[src/design/lrsh_pkg.sv]
package lrsh_pkg;
  localparam logic [2:0] TYPE_IMM = 3'h0;
  localparam logic [2:0] TYPE_ISO = 3'h1;
  localparam logic [2:0] TYPE_PRI = 3'h2;
  localparam logic [2:0] TYPE_FAIR = 3'h3;
  localparam logic [2:0] TYPE_REGISTER_READ_REQUEST = 3'h4;
  localparam logic [2:0] TYPE_REGISTER_WRITE_REQUEST = 3'h5;
  localparam logic [2:0] TYPE_ACCEL = 3'h6;
  localparam logic [2:0] SPD_S100 = 3'h0;
  localparam logic [2:0] SPD_S200 = 3'h2;
  localparam logic [2:0] SPD_S400 = 3'h4;
  localparam logic [1:0] CTL_IDLE = 2'h0;
  localparam logic [1:0] CTL_STATUS = 2'h1;
  localparam logic [1:0] CTL_RECEIVE = 2'h2;
  localparam logic [1:0] CTL_GRANT = 2'h3;
  localparam logic [4:0] BIT_TYPE_LAST = 5'h03;
  localparam logic [4:0] BIT_BUS_SHORT = 5'h06;
  localparam logic [4:0] BIT_BUS_STOP = 5'h07;
  localparam logic [4:0] BIT_ACCEL_STOP = 5'h05;
  localparam logic [4:0] BIT_RD_STOP = 5'h08;
  localparam logic [4:0] BIT_WR_STOP = 5'h10;
  localparam logic [3:0] ACCEL_REG_ADDR = 4'h5;
  localparam int ACCEL_EN_POS = 1;
  localparam logic [7:0] PHYREG_RESET = 8'h00;
  localparam logic [11:0] ADDR_STATUS = 12'h000;
  localparam logic [11:0] ADDR_PHYREG_BASE = 12'h040;
  localparam logic [1:0] RESP_OKAY = 2'h0;
  localparam logic [1:0] RESP_SLVERR = 2'h2;

  typedef enum logic [1:0] {SPEED_S100, SPEED_S200, SPEED_S400, SPEED_INVALID} lrsh_speed_t;
  typedef enum {ST_IDLE, ST_SHIFT} lrsh_state_t;

  typedef struct packed {
    logic imm;
    logic iso;
    logic pri;
    logic fair;
  } lrsh_pend_t;

  typedef struct packed {
    logic [2:0] speedCode;
    logic nullTx;
  } lrsh_bus_t;
endpackage

[src/design/lrsh_handler.sv]
// Decided for this implementation: the register offsets and the AXI4-Lite register port.
`timescale 1ns/10ps
module lrsh_handler import lrsh_pkg::*; #(
  parameter int ADDR_W = 12,
  parameter int NREG = 16
) (
  // Clock and reset
  input wire logic ref_clk,
  input wire logic rst,
  // Request line from the link
  input wire logic linkRequestLine,
  // Device-side interface activity
  input wire logic ifaceCtrlBit0,
  input wire logic ifaceCtrlBit1,
  input wire logic busResetEvt,
  input wire logic arbWonEvt,
  input wire logic statusRegDone,
  // Request state out to arbitration and status logic
  output lrsh_pend_t pendReq,
  output lrsh_bus_t busReqInfo,
  output lrsh_speed_t busSpeed,
  output logic grantNow,
  output logic accelActive,
  output logic readPending,
  output logic [3:0] readAddr,
  output logic [7:0] readData,
  // AXI4-Lite slave
  input wire logic [ADDR_W-1:0] s_axi_awaddr,
  input wire logic s_axi_awvalid,
  output logic s_axi_awready,
  input wire logic [31:0] s_axi_wdata,
  input wire logic [3:0] s_axi_wstrb,
  input wire logic s_axi_wvalid,
  output logic s_axi_wready,
  output logic [1:0] s_axi_bresp,
  output logic s_axi_bvalid,
  input wire logic s_axi_bready,
  input wire logic [ADDR_W-1:0] s_axi_araddr,
  input wire logic s_axi_arvalid,
  output logic s_axi_arready,
  output logic [31:0] s_axi_rdata,
  output logic [1:0] s_axi_rresp,
  output logic s_axi_rvalid,
  input wire logic s_axi_rready
);
  // Request line synchroniser; no agreement filter, as the stream may change every clock
  logic lreqS1_r, lreqS2_r, lreqS3_r, lreqBit_r;
  logic lreqBit_nxt;

  always_comb begin
    lreqBit_nxt = lreqS3_r;
  end

  always_ff @(posedge ref_clk) begin
    if (rst) begin
      lreqS1_r <= 1'b0;
      lreqS2_r <= 1'b0;
      lreqS3_r <= 1'b0;
      lreqBit_r <= 1'b0;
    end else begin
      lreqS1_r <= linkRequestLine;
      lreqS2_r <= lreqS1_r;
      lreqS3_r <= lreqS2_r;
      lreqBit_r <= lreqBit_nxt;
    end
  end

  logic [1:0] ctl;
  assign ctl = {ifaceCtrlBit0, ifaceCtrlBit1};

  // Stream shifter
  lrsh_state_t state_r, state_nxt;
  logic [4:0] bitCnt_r, bitCnt_nxt;
  logic [15:0] sh_r, sh_nxt;
  logic [2:0] typ_r, typ_nxt;
  logic fpKill_r, fpKill_nxt;
  logic doneBus, doneRd, doneWr, doneAccel;
  logic [2:0] doneSpeed;

  always_comb begin
    state_nxt = state_r;
    bitCnt_nxt = bitCnt_r;
    sh_nxt = sh_r;
    typ_nxt = typ_r;
    fpKill_nxt = fpKill_r;
    doneBus = 1'b0;
    doneRd = 1'b0;
    doneWr = 1'b0;
    doneAccel = 1'b0;
    doneSpeed = sh_r[2:0];
    unique case (state_r)
      ST_IDLE: begin
        if (lreqBit_r) begin
          state_nxt = ST_SHIFT;
          bitCnt_nxt = 5'h01;
          sh_nxt = 16'h0000;
          fpKill_nxt = (ctl == CTL_RECEIVE);
        end
      end
      ST_SHIFT: begin
        sh_nxt = {sh_r[14:0], lreqBit_r};
        bitCnt_nxt = bitCnt_r + 5'h01;
        if (ctl == CTL_RECEIVE) begin
          fpKill_nxt = 1'b1;
        end
        if (bitCnt_r == BIT_TYPE_LAST) begin
          typ_nxt = sh_nxt[2:0];
          if (sh_nxt[2:0] == 3'h7) begin
            state_nxt = ST_IDLE;
          end
        end else if (typ_r <= TYPE_FAIR) begin
          // Stop bit may be absent when bit six is low
          if (bitCnt_r == BIT_BUS_SHORT && !lreqBit_r) begin
            doneBus = 1'b1;
            doneSpeed = sh_nxt[2:0];
            state_nxt = ST_IDLE;
          end else if (bitCnt_r == BIT_BUS_STOP) begin
            doneBus = 1'b1;
            doneSpeed = sh_nxt[3:1];
            state_nxt = ST_IDLE;
          end
        end else if (typ_r == TYPE_REGISTER_READ_REQUEST && bitCnt_r == BIT_RD_STOP) begin
          doneRd = 1'b1;
          state_nxt = ST_IDLE;
        end else if (typ_r == TYPE_REGISTER_WRITE_REQUEST && bitCnt_r == BIT_WR_STOP) begin
          doneWr = 1'b1;
          state_nxt = ST_IDLE;
        end else if (typ_r == TYPE_ACCEL && bitCnt_r == BIT_ACCEL_STOP) begin
          doneAccel = 1'b1;
          state_nxt = ST_IDLE;
        end
      end
    endcase
  end

  always_ff @(posedge ref_clk) begin
    if (rst) begin
      state_r <= ST_IDLE;
      bitCnt_r <= 5'h00;
      sh_r <= 16'h0000;
      typ_r <= 3'h7;
      fpKill_r <= 1'b0;
    end else begin
      state_r <= state_nxt;
      bitCnt_r <= bitCnt_nxt;
      sh_r <= sh_nxt;
      typ_r <= typ_nxt;
      fpKill_r <= fpKill_nxt;
    end
  end

  // Register file, shared by stream writes and the AXI port
  logic [7:0] phyReg_r [NREG];
  logic [7:0] phyReg_nxt [NREG];
  logic axiRegWe;
  logic [3:0] axiRegIdx;
  logic accelEnBit;
  assign accelEnBit = phyReg_r[ACCEL_REG_ADDR][ACCEL_EN_POS];

  // Stream write wins over a same-cycle AXI write to the same register
  genvar gi;
  generate
    for (gi = 0; gi < NREG; gi++) begin : g_reg
      always_comb begin
        phyReg_nxt[gi] = phyReg_r[gi];
        if (doneWr && sh_nxt[12:9] == 4'(gi)) begin
          phyReg_nxt[gi] = sh_nxt[8:1];
        end else if (axiRegWe && axiRegIdx == 4'(gi) && wStrb_r[0]) begin
          phyReg_nxt[gi] = wData_r[7:0];
        end
      end
      always_ff @(posedge ref_clk) begin
        if (rst) begin
          phyReg_r[gi] <= PHYREG_RESET;
        end else begin
          phyReg_r[gi] <= phyReg_nxt[gi];
        end
      end
    end
  endgenerate

  // Request bookkeeping
  lrsh_pend_t pend_r, pend_nxt;
  lrsh_bus_t bus_r, bus_nxt;
  lrsh_speed_t spd_r, spd_nxt;
  logic [1:0] ctlPrev_r;
  logic grant_r, grant_nxt;
  logic acceleration_control_request_r, acceleration_control_request_nxt;
  logic accelAct_r, accelAct_nxt;
  logic rdPend_r, rdPend_nxt;
  logic [3:0] rdAddr_r, rdAddr_nxt;
  logic [7:0] rdData_r, rdData_nxt;
  logic busIdle;
  assign busIdle = !(pend_r.imm || pend_r.iso || pend_r.pri || pend_r.fair);

  always_comb begin
    pend_nxt = pend_r;
    bus_nxt = bus_r;
    spd_nxt = spd_r;
    acceleration_control_request_nxt = acceleration_control_request_r;
    rdPend_nxt = rdPend_r;
    rdAddr_nxt = rdAddr_r;
    grant_nxt = 1'b0;
    // Grant right at the end of reception, no arbitration wait
    if (pend_r.imm && ctlPrev_r == CTL_RECEIVE && ctl != CTL_RECEIVE) begin
      grant_nxt = 1'b1;
      pend_nxt.imm = 1'b0;
    end
    if (arbWonEvt) begin
      pend_nxt = '0;
    end
    if (ctl == CTL_RECEIVE) begin
      pend_nxt.pri = 1'b0;
      pend_nxt.fair = 1'b0;
    end
    if (doneBus && busIdle) begin
      if (typ_r == TYPE_IMM) begin
        pend_nxt.imm = 1'b1;
      end else if (typ_r == TYPE_ISO) begin
        pend_nxt.iso = 1'b1;
        if (accelEnBit) begin
          acceleration_control_request_nxt = 1'b1;
        end
      end else if (!fpKill_nxt) begin
        pend_nxt.pri = (typ_r == TYPE_PRI);
        pend_nxt.fair = (typ_r == TYPE_FAIR);
      end
      bus_nxt.speedCode = doneSpeed;
      unique case (doneSpeed)
        SPD_S100: spd_nxt = SPEED_S100;
        SPD_S200: spd_nxt = SPEED_S200;
        SPD_S400: spd_nxt = SPEED_S400;
        default: spd_nxt = SPEED_INVALID;
      endcase
      bus_nxt.nullTx = (spd_nxt == SPEED_INVALID);
    end
    if (busResetEvt) begin
      pend_nxt = '0;
      if (accelEnBit) begin
        acceleration_control_request_nxt = 1'b1;
      end
    end
    if (doneAccel) begin
      acceleration_control_request_nxt = sh_nxt[1];
    end
    // Bus reset leaves a pending read alone
    if (statusRegDone) begin
      rdPend_nxt = 1'b0;
    end
    if (doneRd && !rdPend_r) begin
      rdPend_nxt = 1'b1;
      rdAddr_nxt = sh_nxt[4:1];
    end
    rdData_nxt = phyReg_nxt[rdAddr_nxt];
    accelAct_nxt = phyReg_nxt[ACCEL_REG_ADDR][ACCEL_EN_POS] && acceleration_control_request_nxt;
  end

  always_ff @(posedge ref_clk) begin
    if (rst) begin
      pend_r <= '0;
      bus_r <= '0;
      spd_r <= SPEED_S100;
      ctlPrev_r <= CTL_IDLE;
      grant_r <= 1'b0;
      acceleration_control_request_r <= 1'b1;
      accelAct_r <= 1'b0;
      rdPend_r <= 1'b0;
      rdAddr_r <= 4'h0;
      rdData_r <= 8'h00;
    end else begin
      pend_r <= pend_nxt;
      bus_r <= bus_nxt;
      spd_r <= spd_nxt;
      ctlPrev_r <= ctl;
      grant_r <= grant_nxt;
      acceleration_control_request_r <= acceleration_control_request_nxt;
      accelAct_r <= accelAct_nxt;
      rdPend_r <= rdPend_nxt;
      rdAddr_r <= rdAddr_nxt;
      rdData_r <= rdData_nxt;
    end
  end

  assign pendReq = pend_r;
  assign busReqInfo = bus_r;
  assign busSpeed = spd_r;
  assign grantNow = grant_r;
  assign accelActive = accelAct_r;
  assign readPending = rdPend_r;
  assign readAddr = rdAddr_r;
  assign readData = rdData_r;

  // AXI4-Lite slave; address and data may arrive in either order
  logic awHave_r, awHave_nxt, wHave_r, wHave_nxt, bv_r, bv_nxt, rv_r, rv_nxt;
  logic [ADDR_W-1:0] awAddr_r, awAddr_nxt;
  logic [31:0] wData_r, wData_nxt, rData_r, rData_nxt;
  logic [3:0] wStrb_r, wStrb_nxt;
  logic [1:0] bResp_r, bResp_nxt, rResp_r, rResp_nxt;
  logic awHit, arHit;
  assign awHit = awAddr_r >= ADDR_W'(ADDR_PHYREG_BASE) && awAddr_r < ADDR_W'(ADDR_PHYREG_BASE + 12'(NREG * 4));
  assign arHit = s_axi_araddr >= ADDR_W'(ADDR_PHYREG_BASE) &&
                 s_axi_araddr < ADDR_W'(ADDR_PHYREG_BASE + 12'(NREG * 4));
  assign axiRegWe = awHave_r && wHave_r && !bv_r && awHit;
  assign axiRegIdx = 4'((awAddr_r - ADDR_W'(ADDR_PHYREG_BASE)) >> 2);

  always_comb begin
    awHave_nxt = awHave_r;
    wHave_nxt = wHave_r;
    awAddr_nxt = awAddr_r;
    wData_nxt = wData_r;
    wStrb_nxt = wStrb_r;
    bv_nxt = bv_r;
    bResp_nxt = bResp_r;
    rv_nxt = rv_r;
    rData_nxt = rData_r;
    rResp_nxt = rResp_r;
    if (s_axi_awvalid && !awHave_r) begin
      awHave_nxt = 1'b1;
      awAddr_nxt = s_axi_awaddr;
    end
    if (s_axi_wvalid && !wHave_r) begin
      wHave_nxt = 1'b1;
      wData_nxt = s_axi_wdata;
      wStrb_nxt = s_axi_wstrb;
    end
    if (awHave_r && wHave_r && !bv_r) begin
      bv_nxt = 1'b1;
      bResp_nxt = (awHit || awAddr_r == ADDR_W'(ADDR_STATUS)) ? RESP_OKAY : RESP_SLVERR;
    end
    if (bv_r && s_axi_bready) begin
      bv_nxt = 1'b0;
      awHave_nxt = 1'b0;
      wHave_nxt = 1'b0;
    end
    if (rv_r && s_axi_rready) begin
      rv_nxt = 1'b0;
    end
    if (s_axi_arvalid && !rv_r) begin
      rv_nxt = 1'b1;
      rResp_nxt = RESP_OKAY;
      rData_nxt = 32'h00000000;
      if (s_axi_araddr == ADDR_W'(ADDR_STATUS)) begin
        rData_nxt = {17'h00000, acceleration_control_request_r, accelAct_r, rdAddr_r, rdPend_r, bus_r.nullTx,
                     bus_r.speedCode, pend_r.fair, pend_r.pri, pend_r.iso, pend_r.imm};
      end else if (arHit) begin
        rData_nxt = {24'h000000, phyReg_r[4'((s_axi_araddr - ADDR_W'(ADDR_PHYREG_BASE)) >> 2)]};
      end else begin
        rResp_nxt = RESP_SLVERR;
      end
    end
  end

  // Write data lands through the shared register file above
  always_ff @(posedge ref_clk) begin
    if (rst) begin
      awHave_r <= 1'b0;
      wHave_r <= 1'b0;
      awAddr_r <= '0;
      wData_r <= 32'h00000000;
      wStrb_r <= 4'h0;
      bv_r <= 1'b0;
      bResp_r <= RESP_OKAY;
      rv_r <= 1'b0;
      rData_r <= 32'h00000000;
      rResp_r <= RESP_OKAY;
    end else begin
      awHave_r <= awHave_nxt;
      wHave_r <= wHave_nxt;
      awAddr_r <= awAddr_nxt;
      wData_r <= wData_nxt;
      wStrb_r <= wStrb_nxt;
      bv_r <= bv_nxt;
      bResp_r <= bResp_nxt;
      rv_r <= rv_nxt;
      rData_r <= rData_nxt;
      rResp_r <= rResp_nxt;
    end
  end

  // Ready is high while the holding slot is empty
  assign s_axi_awready = !awHave_r;
  assign s_axi_wready = !wHave_r;
  assign s_axi_bvalid = bv_r;
  assign s_axi_bresp = bResp_r;
  assign s_axi_arready = !rv_r;
  assign s_axi_rvalid = rv_r;
  assign s_axi_rdata = rData_r;
  assign s_axi_rresp = rResp_r;
endmodule

[config.mk]
export PLATFORM = sky130hd
export DESIGN_NAME = lrsh_handler
export DESIGN_NICKNAME = d
export VERILOG_FILES = /design/src/design/lrsh_pkg.sv /design/src/design/lrsh_handler.sv
export SDC_FILE = /design/constraint.sdc
export NUM_CORES = 1
export LEC_CHECK = 0
export ABC_AREA = 1
export BUFFER_PORTS_ARGS = -buffer_cell sky130_fd_sc_hd__buf_4
export CAP_MARGIN = 20
export CORE_ASPECT_RATIO = 0.5
export CORE_UTILIZATION = 55
export DETAILED_ROUTE_END_ITERATION = 10
export PLACE_DENSITY = 0.72
export SLEW_MARGIN = 20
export SYNTH_ARGS = -nofsm -noshare
export SYNTH_HDL_FRONTEND = slang
export SYNTH_SLANG_ARGS = --single-unit
[constraint.sdc]
create_clock -name ref_clk -period 2.7 [get_ports ref_clk]
set_clock_uncertainty 0.2 [all_clocks]
set_input_delay 0.54 -clock ref_clk [delete_from_list [all_inputs] [get_ports ref_clk]]
set_output_delay 0.54 -clock ref_clk [all_outputs]
set_load 0.005 [all_outputs]
==> metrics.log <==
[metrics] Final min period: 2.65 ns
[metrics] gate count of the mapped netlist: 2056
[metrics] slew of the pin with the lowest slew margin: 1.20 ns
[metrics] count of different cell masters after synthesis: 46
[metrics] register area share after synthesis: 34.1%
[metrics] CP Class: reg -> reg
[metrics] clock sink count: 225
[metrics] number of cells on the worst hold path: 3
[metrics] IO Port Bufs: 92
[metrics] row count: 39
[metrics] total core area: 0.0232 mm2
[metrics] switching power total: 1950 uW
[metrics] CP Data Required Time: 2.97 ns
[metrics] DRT Pass-1 Iters: 8
[metrics] Worst Reg2Reg Path Length in Cells: 15
[metrics] Filler Cells Inserted: 2048
[metrics] ordered list of cells on the worst path: buf_4 -> nand2_1 -> inv_2 -> a21oi_4 -> nor2_2 -> buf_4 -> nand3_2 -> inv_2 -> buf_4 -> nand2_1 -> nand3_1 -> nand3_1 -> nand3_1 -> nand3_2 -> a21oi_2
[metrics] Design Power: 7580 uW
[metrics] Syn Std Cell Area: 0.0132 mm2
[metrics] antenna violations before repair: 0
[metrics] register share of total power: 45.0%
[metrics] design area: 0.0165 mm2
[metrics] endpoint class of the critical path: flop
[metrics] ports placed on the boundary: 139
[metrics] type of element launching the critical path: flop
[metrics] Multi-input gate area: 0.00794 mm2
[metrics] TritonCTS clock tree: done
[metrics] number of placed instances, taps included: 2516
[metrics] vias after detailed routing: 16200
[metrics] DRC violation total after the first TritonRoute iteration: 2702
[metrics] floorplan die width: 221 um
[metrics] count of inserted antenna diode cells: 0
[metrics] post-route antenna net violation count: 0
[metrics] max-capacitance violation count: 0
[metrics] global-route wire length before repair: 80.4 mm
[metrics] DRC violations left: 0
[metrics] Max VDD drop: 0.532 mV
[metrics] share of total power in the clock network: 46.5%
[metrics] Max-Slew Margin vs Limit: 18.9%
[metrics] Post-layout nets: 2319
[metrics] library cell used as clock root buffer: clkbuf_16
[metrics] height of the die: 112 um
[metrics] full die area: 0.0247 mm2
[metrics] Clock Path Buffers: 3
[metrics] power per unit of standard cell area: 460 mW/mm2
[metrics] post-synthesis register bit count: 225
[metrics] outcome: finished clean
[metrics] number of global-route vias before repair: 14400
[metrics] Hold Crit Class: in -> reg
[metrics] Setup WS pre-CTS: -0.0119 ns
[metrics] part of the cycle the worst path needs: 98.0%
[metrics] Clock transition at path regs: 0.07 ns
[metrics] fraction of layout cells with a size suffix above 1: 19.6%
[metrics] DP Area: 0.0154 mm2
[metrics] Inserted Clock Buffers: 22
[metrics] Switching Fraction: 25.8%
[metrics] synth warn: 0
[metrics] final count of pins violating max slew: 0
[metrics] Slowest Stage Delay on Critical Path: 0.44 ns
[metrics] internal power: 5620 uW
[metrics] Clock H-tree levels: 1
[metrics] area growth from synthesis to layout: 24.7%
[metrics] top fanout value on the critical path: 5
[metrics] post-DR vias/cell: 6.30
[metrics] total count of hold-check failures in the final report: 0
[metrics] post-route insts no fill: 2565
[metrics] total setup violations reported at the end of the flow: 0
[metrics] Post-Route Setup TNS: 0 ns
[metrics] Combinational Power Share: 8.6%
[metrics] area of all sequential standard cells: 0.00450 mm2
[metrics] total wirelength of the detailed-routed design: 53.8 mm
[metrics] gpl congestion: 1.03
[metrics] RSZ-0062 raised after global routing: true
[metrics] slowest library cell on the worst path: dfxtp_1
[metrics] initial core utilization: 57.0%
[metrics] leakage component of the power: 0.00673 uW
[metrics] Routed WL per cell: 21.0 um
[metrics] crit path DAT: 2.92 ns
[metrics] detailed-placement wirelength estimate: 37.6 mm
[metrics] GRT Overall Usage: 42.0%
[metrics] mean cell area of the mapped netlist: 6.43 um2
[metrics] total overflow reported by the global router: 0
[metrics] clock latency on the worst-skew pair: 0.54 ns
[metrics] pin count of the biggest net entering global routing: 51
[metrics] maximum clock frequency: 0.378 GHz
[metrics] crit path setup slack, layout: 0.0542 ns
## cells in the mapped netlist, drive strengths merged
master	instances	area, um2
nand2	592	2260
nor3b	1	7.51
conb	1	3.75
a21oi	219	1120
o311ai	1	8.76
nor4	4	25.0
a31oi	8	50.1
o22ai	2	12.5
o221ai	11	96.3
nand3	389	2010
and2	2	12.5
a22oi	8	60.1
a211oi	1	7.51
a221oi	2	17.5
a311oi	1	8.76
buf	77	462
clkinv	3	11.3
nor2	143	649
mux2	1	11.3
and3	1	6.26
a32o	11	110
dfxtp	225	4500
ha	4	50.1
o21a	1	7.51
clkbuf	67	251
a221o	1	10.0
inv	83	312
o211ai	8	60.1
nor3	8	45.0
o21ai	113	588
nand4	68	425
## worst paths after layout
| check | start | endpoint | slack (ns) |
|---|---|---|---|
| worst min-delay path | s_axi_awaddr[1] | awAddr_r[1] | 0.02 |
| worst max register to register | state_r[0] | readData[2] | 0.05 |
| worst max-delay path | state_r[0] | readData[2] | 0.05 |
| worst min register to register | lreqS2_r | lreqBit_nxt | 0.20 |
## cell usage in the layout (no fill, tap or decap), types with 16 or more instances in the layout
| cell | count |
|---|---|
| o21ai_0 | 104 |
| inv_1 | 65 |
| nor2_1 | 114 |
| nor2_2 | 16 |
| dfxtp_1 | 225 |
| a21oi_1 | 210 |
| nand3_1 | 358 |
| nand4_1 | 68 |
| inv_2 | 18 |
| buf_4 | 258 |
| nand3_2 | 28 |
| nand2_1 | 574 |
| buf_12 | 26 |
| clkbuf_16 | 23 |
| conb_1 | 19 |
## kinds of logic after synthesis
group | share of synthesized area [%]
AOI/OAI and AO/OA | 16.3
adders and majority gates | 0.379
buffers and inverters | 7.84
DFF | 34.1
muxes | 0.0852
other | 0.0284
and+or+nand+nor | 41.2
## worst max-delay path, delay by kind of cell (launching register included)
kind                   cells  cell delay, ns
buffers and inverters      5            0.72
DFF                        1            0.44
and+or+nand+nor            8            1.00
AOI/OAI and AO/OA          2            0.20
## registers in the layout, summed over array words and instances, names as in the netlist, 5 cells and up
register	cells
s_axi_rdata	15
sh_r	13
awAddr_r	12
bitCnt_r	5
wData_r	8
phyReg_r	128
readData	8
## what timing repair did
action / CTS / global route
gates resized for setup: 1 / 47
gates cloned: 0 / 1
pin swaps: 0 / 10
setup endpoints to repair: 2 / 9
setup buffers: 0 / 7
hold buffers: 1 / 0
hold endpoints to repair: 1 / 0
## metal layers
layer  track usage [%]  share of wire (%)
met1              56.4                 38
met2              61.7                 40
met3              14.5                 17
met4              16.5                5.0
met5                 0                  0
## stage by stage
step           util [%]  hold slack, ns
5_1_grt            71.1          0.0441
6_report           71.1          0.0240
2_1_floorplan         -           0.188
3_5_place_dp       66.3           0.192
3_3_place_gp       66.3           0.192
4_1_cts            69.8          0.0268
## power groups by stage
stage	clock network [uW]	registers (uW)	logic, uW
2_1_floorplan	0	3480	333
3_3_place_gp	0	3480	606
3_5_place_dp	0	3480	611
4_1_cts	3520	3410	615
5_1_grt	3670	3410	680
6_report	3520	3410	649
## layout make-up
| cell class | instances | area share, % |
|---|---|---|
| clock buffers | 26 | 3.56 |
| clock inverters | 14 | 1.32 |
| inverters | 86 | 1.98 |
| multi-input cells | 1619 | 48.2 |
| flip-flops and latches | 225 | 27.3 |
| well taps | 307 | 2.33 |
| repair buffers | 288 | 15.3 |
Power figures use the tool's default switching activity.
